[src/hdl/dsgp_pkg.sv]
// Constants shared by the dual six-bit port block
package dsgp_pkg;
    // Pins per port and total pins
    localparam int unsigned DSGP_PORT_WIDTH = 6;
    localparam int unsigned DSGP_PIN_COUNT = 12;
    // I/O-space address width and register data width
    localparam int unsigned DSGP_ADDR_WIDTH = 6;
    localparam int unsigned DSGP_DATA_WIDTH = 8;
    // First port register offsets
    localparam logic [5:0] DSGP_FIRST_OUTPUT_LATCH_OFFSET = 6'h18;
    localparam logic [5:0] DSGP_FIRST_DIRECTION_OFFSET = 6'h17;
    localparam logic [5:0] DSGP_FIRST_PIN_LEVELS_OFFSET = 6'h16;
    // Second port register offsets
    localparam logic [5:0] DSGP_SECOND_OUTPUT_LATCH_OFFSET = 6'h15;
    localparam logic [5:0] DSGP_SECOND_DIRECTION_OFFSET = 6'h14;
    localparam logic [5:0] DSGP_SECOND_PIN_LEVELS_OFFSET = 6'h13;
    // Reset values of the writable registers
    localparam logic [5:0] DSGP_OUTPUT_LATCH_RESET = 6'h00;
    localparam logic [5:0] DSGP_DIRECTION_RESET = 6'h00;
    // Value returned for unused upper bits and unmapped addresses
    localparam logic [1:0] DSGP_UPPER_BITS_READ = 2'h0;
    localparam logic [7:0] DSGP_UNMAPPED_READ = 8'h00;
    // First-port alternate function pin positions
    localparam int unsigned DSGP_CAPTURE_PIN = 0;
    localparam int unsigned DSGP_COMPARE_PIN = 1;
    localparam int unsigned DSGP_SPI_FIRST_PIN = 2;
    localparam int unsigned DSGP_SPI_PIN_COUNT = 4;
endpackage

[src/hdl/dsgp_sync_if.sv]
// Interface between the port core and its input synchroniser
`timescale 1ns/1ns
`default_nettype none
interface dsgp_sync_if;
    import dsgp_pkg::*;
    logic [DSGP_PIN_COUNT-1:0] raw;
    logic input_cut;
    logic [DSGP_PIN_COUNT-1:0] level;
    modport core (output raw, output input_cut, input level);
    modport sync (input raw, input input_cut, output level);
endinterface
`default_nettype wire

[src/hdl/dsgp_pin_sync.sv]
// Three-stage pin input synchroniser with power-down input cut-off
`timescale 1ns/1ns
`default_nettype none
module dsgp_pin_sync
    import dsgp_pkg::*;
(
    input wire logic core_clk_in,
    input wire logic rst_in,
    dsgp_sync_if.sync sync_port
);
    logic [DSGP_PIN_COUNT-1:0] stage_one;
    logic [DSGP_PIN_COUNT-1:0] stage_two;
    logic [DSGP_PIN_COUNT-1:0] stage_three;
    logic [DSGP_PIN_COUNT-1:0] level;
    logic [DSGP_PIN_COUNT-1:0] next_stage_one;
    logic [DSGP_PIN_COUNT-1:0] next_stage_two;
    logic [DSGP_PIN_COUNT-1:0] next_stage_three;
    logic [DSGP_PIN_COUNT-1:0] next_level;

    ////////////////////////////////////////////////////////////////////////
    // Shift chain; the cut-off gate sits before the first flop so no analog
    // level near mid-supply reaches a digital receiver in power-down
    always_comb
    begin
        next_stage_one = sync_port.input_cut ? '0 : sync_port.raw;
        next_stage_two = stage_one;
        next_stage_three = stage_two;
    end

    // A change is taken only once the second and third stages agree
    for (genvar i = 0; i < DSGP_PIN_COUNT; i++)
    begin : g_level
        assign next_level[i] = (stage_two[i] == stage_three[i]) ? stage_three[i] : level[i];
    end

    always_ff @(posedge core_clk_in)
    begin
        if (rst_in)
        begin
            stage_one <= '0;
            stage_two <= '0;
            stage_three <= '0;
            level <= '0;
        end
        else
        begin
            stage_one <= next_stage_one;
            stage_two <= next_stage_two;
            stage_three <= next_stage_three;
            level <= next_level;
        end
    end

    assign sync_port.level = level;
endmodule
`default_nettype wire

[src/hdl/dsgp_ports.sv]
// Two six-bit general-purpose I/O ports behind I/O-space registers
`timescale 1ns/1ns
`default_nettype none
module dsgp_ports
    import dsgp_pkg::*;
(
    input wire logic core_clk_in,
    input wire logic rst_in,
    input wire logic [DSGP_ADDR_WIDTH-1:0] io_addr_in,
    input wire logic io_wr_in,
    input wire logic [DSGP_DATA_WIDTH-1:0] io_wdata_in,
    input wire logic io_rd_in,
    input wire logic io_bit_op_in,
    input wire logic [2:0] io_bit_index_in,
    input wire logic io_bit_value_in,
    output logic [DSGP_DATA_WIDTH-1:0] io_rdata_out,
    input wire logic power_down_in,
    input wire logic [DSGP_PORT_WIDTH-1:0] first_pin_in,
    output logic [DSGP_PORT_WIDTH-1:0] first_pin_out,
    output logic [DSGP_PORT_WIDTH-1:0] first_pin_oe_out,
    output logic [DSGP_PORT_WIDTH-1:0] first_pullup_out,
    input wire logic [DSGP_PORT_WIDTH-1:0] second_pin_in,
    output logic [DSGP_PORT_WIDTH-1:0] second_pin_out,
    output logic [DSGP_PORT_WIDTH-1:0] second_pin_oe_out,
    output logic [DSGP_PORT_WIDTH-1:0] second_pullup_out,
    input wire logic timer_compare_in,
    input wire logic timer_compare_en_in,
    input wire logic [DSGP_SPI_PIN_COUNT-1:0] spi_out_value_in,
    input wire logic [DSGP_SPI_PIN_COUNT-1:0] spi_out_en_in,
    output logic timer_capture_out,
    output logic [DSGP_SPI_PIN_COUNT-1:0] spi_in_level_out
);
    logic [DSGP_PORT_WIDTH-1:0] first_port_output_latch;
    logic [DSGP_PORT_WIDTH-1:0] first_port_direction;
    logic [DSGP_PORT_WIDTH-1:0] second_port_output_latch;
    logic [DSGP_PORT_WIDTH-1:0] second_port_direction;
    logic [DSGP_DATA_WIDTH-1:0] read_data;
    logic [DSGP_PORT_WIDTH-1:0] next_first_port_output_latch;
    logic [DSGP_PORT_WIDTH-1:0] next_first_port_direction;
    logic [DSGP_PORT_WIDTH-1:0] next_second_port_output_latch;
    logic [DSGP_PORT_WIDTH-1:0] next_second_port_direction;
    logic [DSGP_DATA_WIDTH-1:0] next_read_data;
    logic [DSGP_PORT_WIDTH-1:0] first_port_pin_levels;
    logic [DSGP_PORT_WIDTH-1:0] second_port_pin_levels;
    logic [DSGP_PORT_WIDTH-1:0] first_drive_value;

    dsgp_sync_if sync_bus ();

    ////////////////////////////////////////////////////////////////////////
    // Input path: all twelve pins share one synchroniser
    assign sync_bus.raw = {second_pin_in, first_pin_in};
    assign sync_bus.input_cut = power_down_in;

    dsgp_pin_sync u_pin_sync (
        .core_clk_in(core_clk_in),
        .rst_in(rst_in),
        .sync_port(sync_bus.sync)
    );

    assign first_port_pin_levels = sync_bus.level[DSGP_PORT_WIDTH-1:0];
    assign second_port_pin_levels = sync_bus.level[DSGP_PIN_COUNT-1:DSGP_PORT_WIDTH];

    ////////////////////////////////////////////////////////////////////////
    // Register writes; a bit operation touches one bit, a byte write all six
    always_comb
    begin
        next_first_port_output_latch = first_port_output_latch;
        next_first_port_direction = first_port_direction;
        next_second_port_output_latch = second_port_output_latch;
        next_second_port_direction = second_port_direction;
        if (io_wr_in)
        begin
            // Pin-level offsets are not listed, so writes there fall away
            unique case (io_addr_in)
                DSGP_FIRST_OUTPUT_LATCH_OFFSET: next_first_port_output_latch = io_wdata_in[5:0];
                DSGP_FIRST_DIRECTION_OFFSET: next_first_port_direction = io_wdata_in[5:0];
                DSGP_SECOND_OUTPUT_LATCH_OFFSET: next_second_port_output_latch = io_wdata_in[5:0];
                DSGP_SECOND_DIRECTION_OFFSET: next_second_port_direction = io_wdata_in[5:0];
                default: ;
            endcase
        end
        else if (io_bit_op_in && (io_bit_index_in < 3'(DSGP_PORT_WIDTH)))
        begin
            // Index 6 and 7 name the unused upper bits and change nothing
            unique case (io_addr_in)
                DSGP_FIRST_OUTPUT_LATCH_OFFSET: next_first_port_output_latch[io_bit_index_in] = io_bit_value_in;
                DSGP_FIRST_DIRECTION_OFFSET: next_first_port_direction[io_bit_index_in] = io_bit_value_in;
                DSGP_SECOND_OUTPUT_LATCH_OFFSET: next_second_port_output_latch[io_bit_index_in] = io_bit_value_in;
                DSGP_SECOND_DIRECTION_OFFSET: next_second_port_direction[io_bit_index_in] = io_bit_value_in;
                default: ;
            endcase
        end
    end

    ////////////////////////////////////////////////////////////////////////
    // Register reads; data is registered so it stands one cycle after the strobe
    always_comb
    begin
        next_read_data = read_data;
        if (io_rd_in)
        begin
            unique case (io_addr_in)
                DSGP_FIRST_OUTPUT_LATCH_OFFSET: next_read_data = {DSGP_UPPER_BITS_READ, first_port_output_latch};
                DSGP_FIRST_DIRECTION_OFFSET: next_read_data = {DSGP_UPPER_BITS_READ, first_port_direction};
                DSGP_FIRST_PIN_LEVELS_OFFSET: next_read_data = {DSGP_UPPER_BITS_READ, first_port_pin_levels};
                DSGP_SECOND_OUTPUT_LATCH_OFFSET: next_read_data = {DSGP_UPPER_BITS_READ, second_port_output_latch};
                DSGP_SECOND_DIRECTION_OFFSET: next_read_data = {DSGP_UPPER_BITS_READ, second_port_direction};
                DSGP_SECOND_PIN_LEVELS_OFFSET: next_read_data = {DSGP_UPPER_BITS_READ, second_port_pin_levels};
                default: next_read_data = DSGP_UNMAPPED_READ;
            endcase
        end
    end

    always_ff @(posedge core_clk_in)
    begin
        if (rst_in)
        begin
            first_port_output_latch <= DSGP_OUTPUT_LATCH_RESET;
            first_port_direction <= DSGP_DIRECTION_RESET;
            second_port_output_latch <= DSGP_OUTPUT_LATCH_RESET;
            second_port_direction <= DSGP_DIRECTION_RESET;
            read_data <= DSGP_UNMAPPED_READ;
        end
        else
        begin
            first_port_output_latch <= next_first_port_output_latch;
            first_port_direction <= next_first_port_direction;
            second_port_output_latch <= next_second_port_output_latch;
            second_port_direction <= next_second_port_direction;
            read_data <= next_read_data;
        end
    end

    assign io_rdata_out = read_data;

    ////////////////////////////////////////////////////////////////////////
    // First-port drive value: an enabled peripheral replaces the latch bit,
    // but direction stays with software so a wrong setup is visible at once
    always_comb
    begin
        first_drive_value = first_port_output_latch;
        if (timer_compare_en_in)
        begin
            first_drive_value[DSGP_COMPARE_PIN] = timer_compare_in;
        end
        for (int i = 0; i < DSGP_SPI_PIN_COUNT; i++)
        begin
            if (spi_out_en_in[i])
            begin
                first_drive_value[DSGP_SPI_FIRST_PIN + i] = spi_out_value_in[i];
            end
        end
    end

    // Pin drivers and per-pin pull-ups
    assign first_pin_out = first_drive_value;
    assign first_pin_oe_out = first_port_direction;
    assign first_pullup_out = ~first_port_direction & first_port_output_latch;
    assign second_pin_out = second_port_output_latch;
    assign second_pin_oe_out = second_port_direction;
    assign second_pullup_out = ~second_port_direction & second_port_output_latch;

    // Alternate function inputs come from the synchronised levels
    assign timer_capture_out = first_port_pin_levels[DSGP_CAPTURE_PIN];
    assign spi_in_level_out = first_port_pin_levels[DSGP_SPI_FIRST_PIN +: DSGP_SPI_PIN_COUNT];
endmodule
`default_nettype wire

[config.mk]
export PLATFORM = sky130hd
export DESIGN_NAME = dsgp_ports
export DESIGN_NICKNAME = d
export VERILOG_FILES = /design/src/hdl/dsgp_pkg.sv /design/src/hdl/dsgp_sync_if.sv /design/src/hdl/dsgp_pin_sync.sv /design/src/hdl/dsgp_ports.sv
export SDC_FILE = /design/constraint.sdc
export NUM_CORES = 1
export LEC_CHECK = 0
export BUFFER_PORTS_ARGS = -buffer_cell sky130_fd_sc_hd__buf_4
export CORE_ASPECT_RATIO = 0.7
export CORE_MARGIN = 5
export CORE_UTILIZATION = 46
export DETAILED_ROUTE_END_ITERATION = 16
export PLACE_DENSITY = 0.75
export RECOVER_POWER = 50
export SYNTH_ARGS = -nofsm -noshare
export SYNTH_HDL_FRONTEND = slang
export SYNTH_SLANG_ARGS = --single-unit
[constraint.sdc]
create_clock -name core_clk_in -period 1.4 [get_ports core_clk_in]
set_clock_uncertainty 0.15 [all_clocks]
set_input_delay 0.14 -clock core_clk_in [delete_from_list [all_inputs] [get_ports core_clk_in]]
set_output_delay 0.14 -clock core_clk_in [all_outputs]
set_load 0.01 [all_outputs]
==> reports/metrics.yaml <==
critical_path:
  crit_family: "flip-flops"
  cp_max_fo: 4
  r2r-start: "first_pin_oe_out[0]$_SDFFE_PP0P_"
  crit_start: "first_port_output_latch[3]$_SDFFE_PP0P_"
  crit_arrival_ns: 1.11
  crit_end: "first_pin_out[3]"
  slowest_delay_ns: 0.37
  end_kind: "primary output"
  crit_chain: "mux2_2, buf_6"
  start_kind: "flip-flop"
  worstSetupPathType: "flip-flop to primary output"
  rr_endpoint: "io_rdata_out[0]$_SDFFE_PP0P_"
  r2r_slack_ns: 0.09
  worst-path-buf-inv: 1
  rr_worst_depth: 3
  required_ns: 1.11
  slowest_stage: "dfxtp_4"
  worst-path-stages: 2
run_status:
  outcome: "finished with violations"
  violations: "setup timing"
grt:
  first_global_vias: 2776
  grt_remaining_overflow: 0
  grt.total_usage_pct: 20.8
  grt_max_degree: 46
  grt_antenna_before_repair: 0
  grt_pass1_wl_um: 13700
route:
  drc: 0
  drtAntennaViolNets: 0
  routed_wl_um: 8730
  wl_per_cell_um: 16.2
  first_pass_iters: 4
  vias_per_cell: 5.27
  vias: 2833
  drt_iter0_drc: 137
sta:
  period_needed_ns: 1.40
  max_freq_mhz: 714
  worst_slew_pin_slew_ns: 0.617
  period_share_pct: 100
  rsz0062_at_grt: "yes"
  hold_viol: 0
  postLayoutSetupSlackWorst_ns: -0.00105
  slew_headroom_pct: 58.5
  report.final.slew_viol_count: 0
  setup-violations-final: 1
clock_tree:
  numClockSinks: 78
  cts_made_buffers: 9
  clockBufferDepth: 2
  cts_root_buffer: "clkbuf_8"
  cts.clk_slew.worst_paths_ns: 0.08
  clk-insertion-delay-late_ns: 0.35
  cts-htree-levels: 3
  cts_tree: "done"
placement:
  place_hpwl_um: 6450
  gp_congestion: 0.834
  port_buffers: 90
synthesis:
  ys_ff_latch: 78
  synthCells: 308
  synthesis.area_per_instance_um2: 10.3
  synth_area_mm2: 0.00317
  synth_top_area_share_pct: 49.2
  yosys_warnings: 0
  yosysUniqueCellTypes: 31
  yosysSeqAreaShare_pct: 49.2
  synth_top_area_cell: "dfxtp_1"
  synthTopCellsByArea: "dfxtp_1 49%, nor2b_1 7.1%, a211oi_1 6.1%"
power_and_ir_drop:
  ir_drop_mv: 0.730
  power.total_mw: 4.57
  p_leak_nw: 1.82
  power.density_mw_per_mm2: 1020
cells_and_area:
  layout-drive-gt1-share_pct: 38.7
  layout.nets: 485
  final_common_cell: "buf_4"
  layout_common_cells: "112 x buf_4, 70 x dfxtp_1, 36 x nor2b_1"
  diodes: 0
  fill_cells: 539
  syn_to_final_growth_pct: 41.4
  register_area_mm2: 0.00159
  post-route-util_pct: 66.8
  multi_input_area_mm2: 0.00146
floorplanning:
  core-area_mm2: 0.00673
  dieArea_mm2: 0.00869
  boundaryPins: 95
  initial_utilization_pct: 47.2
  die_h_um: 79.5
  rows: 25
  die_x_um: 109
flow_run:
  maxCapViolations: 0
hold_path:
  hp-class: "input port to flip-flop"
worst min path at each step:
| stage | start | to | cells after the start |
|---|---|---|---|
| final | io_addr_in[5] | io_rdata_out[1]$_SDFFE_PP0P_ | 5 |
| after detailed placement | first_pin_in[4] | u_pin_sync.next_stage_two[4]$_SDFF_PP0_ | 2 |
| after global placement | first_pin_in[0] | u_pin_sync.next_stage_two[0]$_SDFF_PP0_ | 2 |
| after CTS | io_addr_in[5] | io_rdata_out[1]$_SDFFE_PP0P_ | 5 |
| after floorplan | first_pin_in[0] | u_pin_sync.next_stage_two[0]$_SDFF_PP0_ | 1 |
| after global routing | io_addr_in[5] | io_rdata_out[2]$_SDFFE_PP0P_ | 5 |
cell usage after synthesis, drive strengths merged:
library cell and instances:
a2111oi 2, a211oi 32, a21bo 1, a21o 2, a21oi 36, a221oi 6, and2 12, buf 15
clkbuf 6, conb 1, dfxtp 78, dlygate4sd1 1, inv 4, mux2 5, mux4 6, nand2 19
nand2b 3, nand3 1, nand3b 3, nand4bb 1, nor2 10, nor2b 36, nor3 1, nor4bb 1
o21ai 22, or3 2, or3b 2
cells by family after synthesis:
| group | synth area share (%) |
|---|---|
| AND/OR/NAND/NOR | 16.9 |
| multiplexers | 6.03 |
| buffers and inverters | 5.64 |
| AO/OA/AOI/OAI | 22.1 |
| flip-flops | 49.2 |
| other | 0.118 |
layout make-up:
type | instances | share of cell area [%]
sequential | 78 | 35.3
multi-input combinational | 205 | 32.5
timing repair buffer | 141 | 24.2
clock buffer | 11 | 3.15
tap | 94 | 2.62
clock inverter | 5 | 1.84
inverter | 4 | 0.334
where the power goes:
part | internal (mW) | leakage (nW) | switching, mW
Combinational | 0.239 | 1.07 | 0.212
Clock | 1.06 | 0.113 | 0.801
Sequential | 2.25 | 0.639 | 0.0194
metal layers:
metal	vias to the layer above	share of wire (%)	global-route usage (%)
met5	-	0	0
met4	0	0.77	4.48
met3	8	9.3	8.08
met2	124	45	32.5
met1	1344	45	27.5
li1	1357	-	-
worst reg2reg max path: stages (launching register included):
cell	delay [ns]
dfxtp_1	0.35
mux4_2	0.52
nand2_1	0.10
a211oi_1	0.07
flip-flops by register name, indices dropped and copies added (netlist names):
name and cells:
u_pin_sync.next_stage_three 12, u_pin_sync.next_stage_two 12, u_pin_sync.stage_three 12, u_pin_sync.sync_port.level 12, first_pin_oe_out 6, first_port_output_latch 6, io_rdata_out 6, second_pin_oe_out 6
second_pin_out 6
timing repair:
item / CTS / global route
hold endpoints to repair: 26 / 0
buffers inserted: 2 / 2
setup endpoints to repair: 6 / 10
hold buffers: 14 / 0
pin swaps: 0 / 1
resized for setup: 10 / 12
cloned: 0 / 0
per-stage QoR:
stage / setup slack, ns / hold slack (ns) / TNS (ns) / std cells / area, um2
after CTS: -0.0159 / 0.0828 / -0.0164 / 538 / 4500
final: -0.00105 / 0.101 / -0.00105 / 538 / 4490
after detailed placement: -0.259 / 0.196 / -5.52 / 506 / 4100
after global placement: -0.209 / 0.194 / -4.58 / 506 / 4100
after global routing: -0.0391 / 0.0950 / -0.164 / 538 / 4490
after floorplan: -0.114 / 0.112 / -1.18 / 309 / 3200
Power figures use the tool's default switching activity.
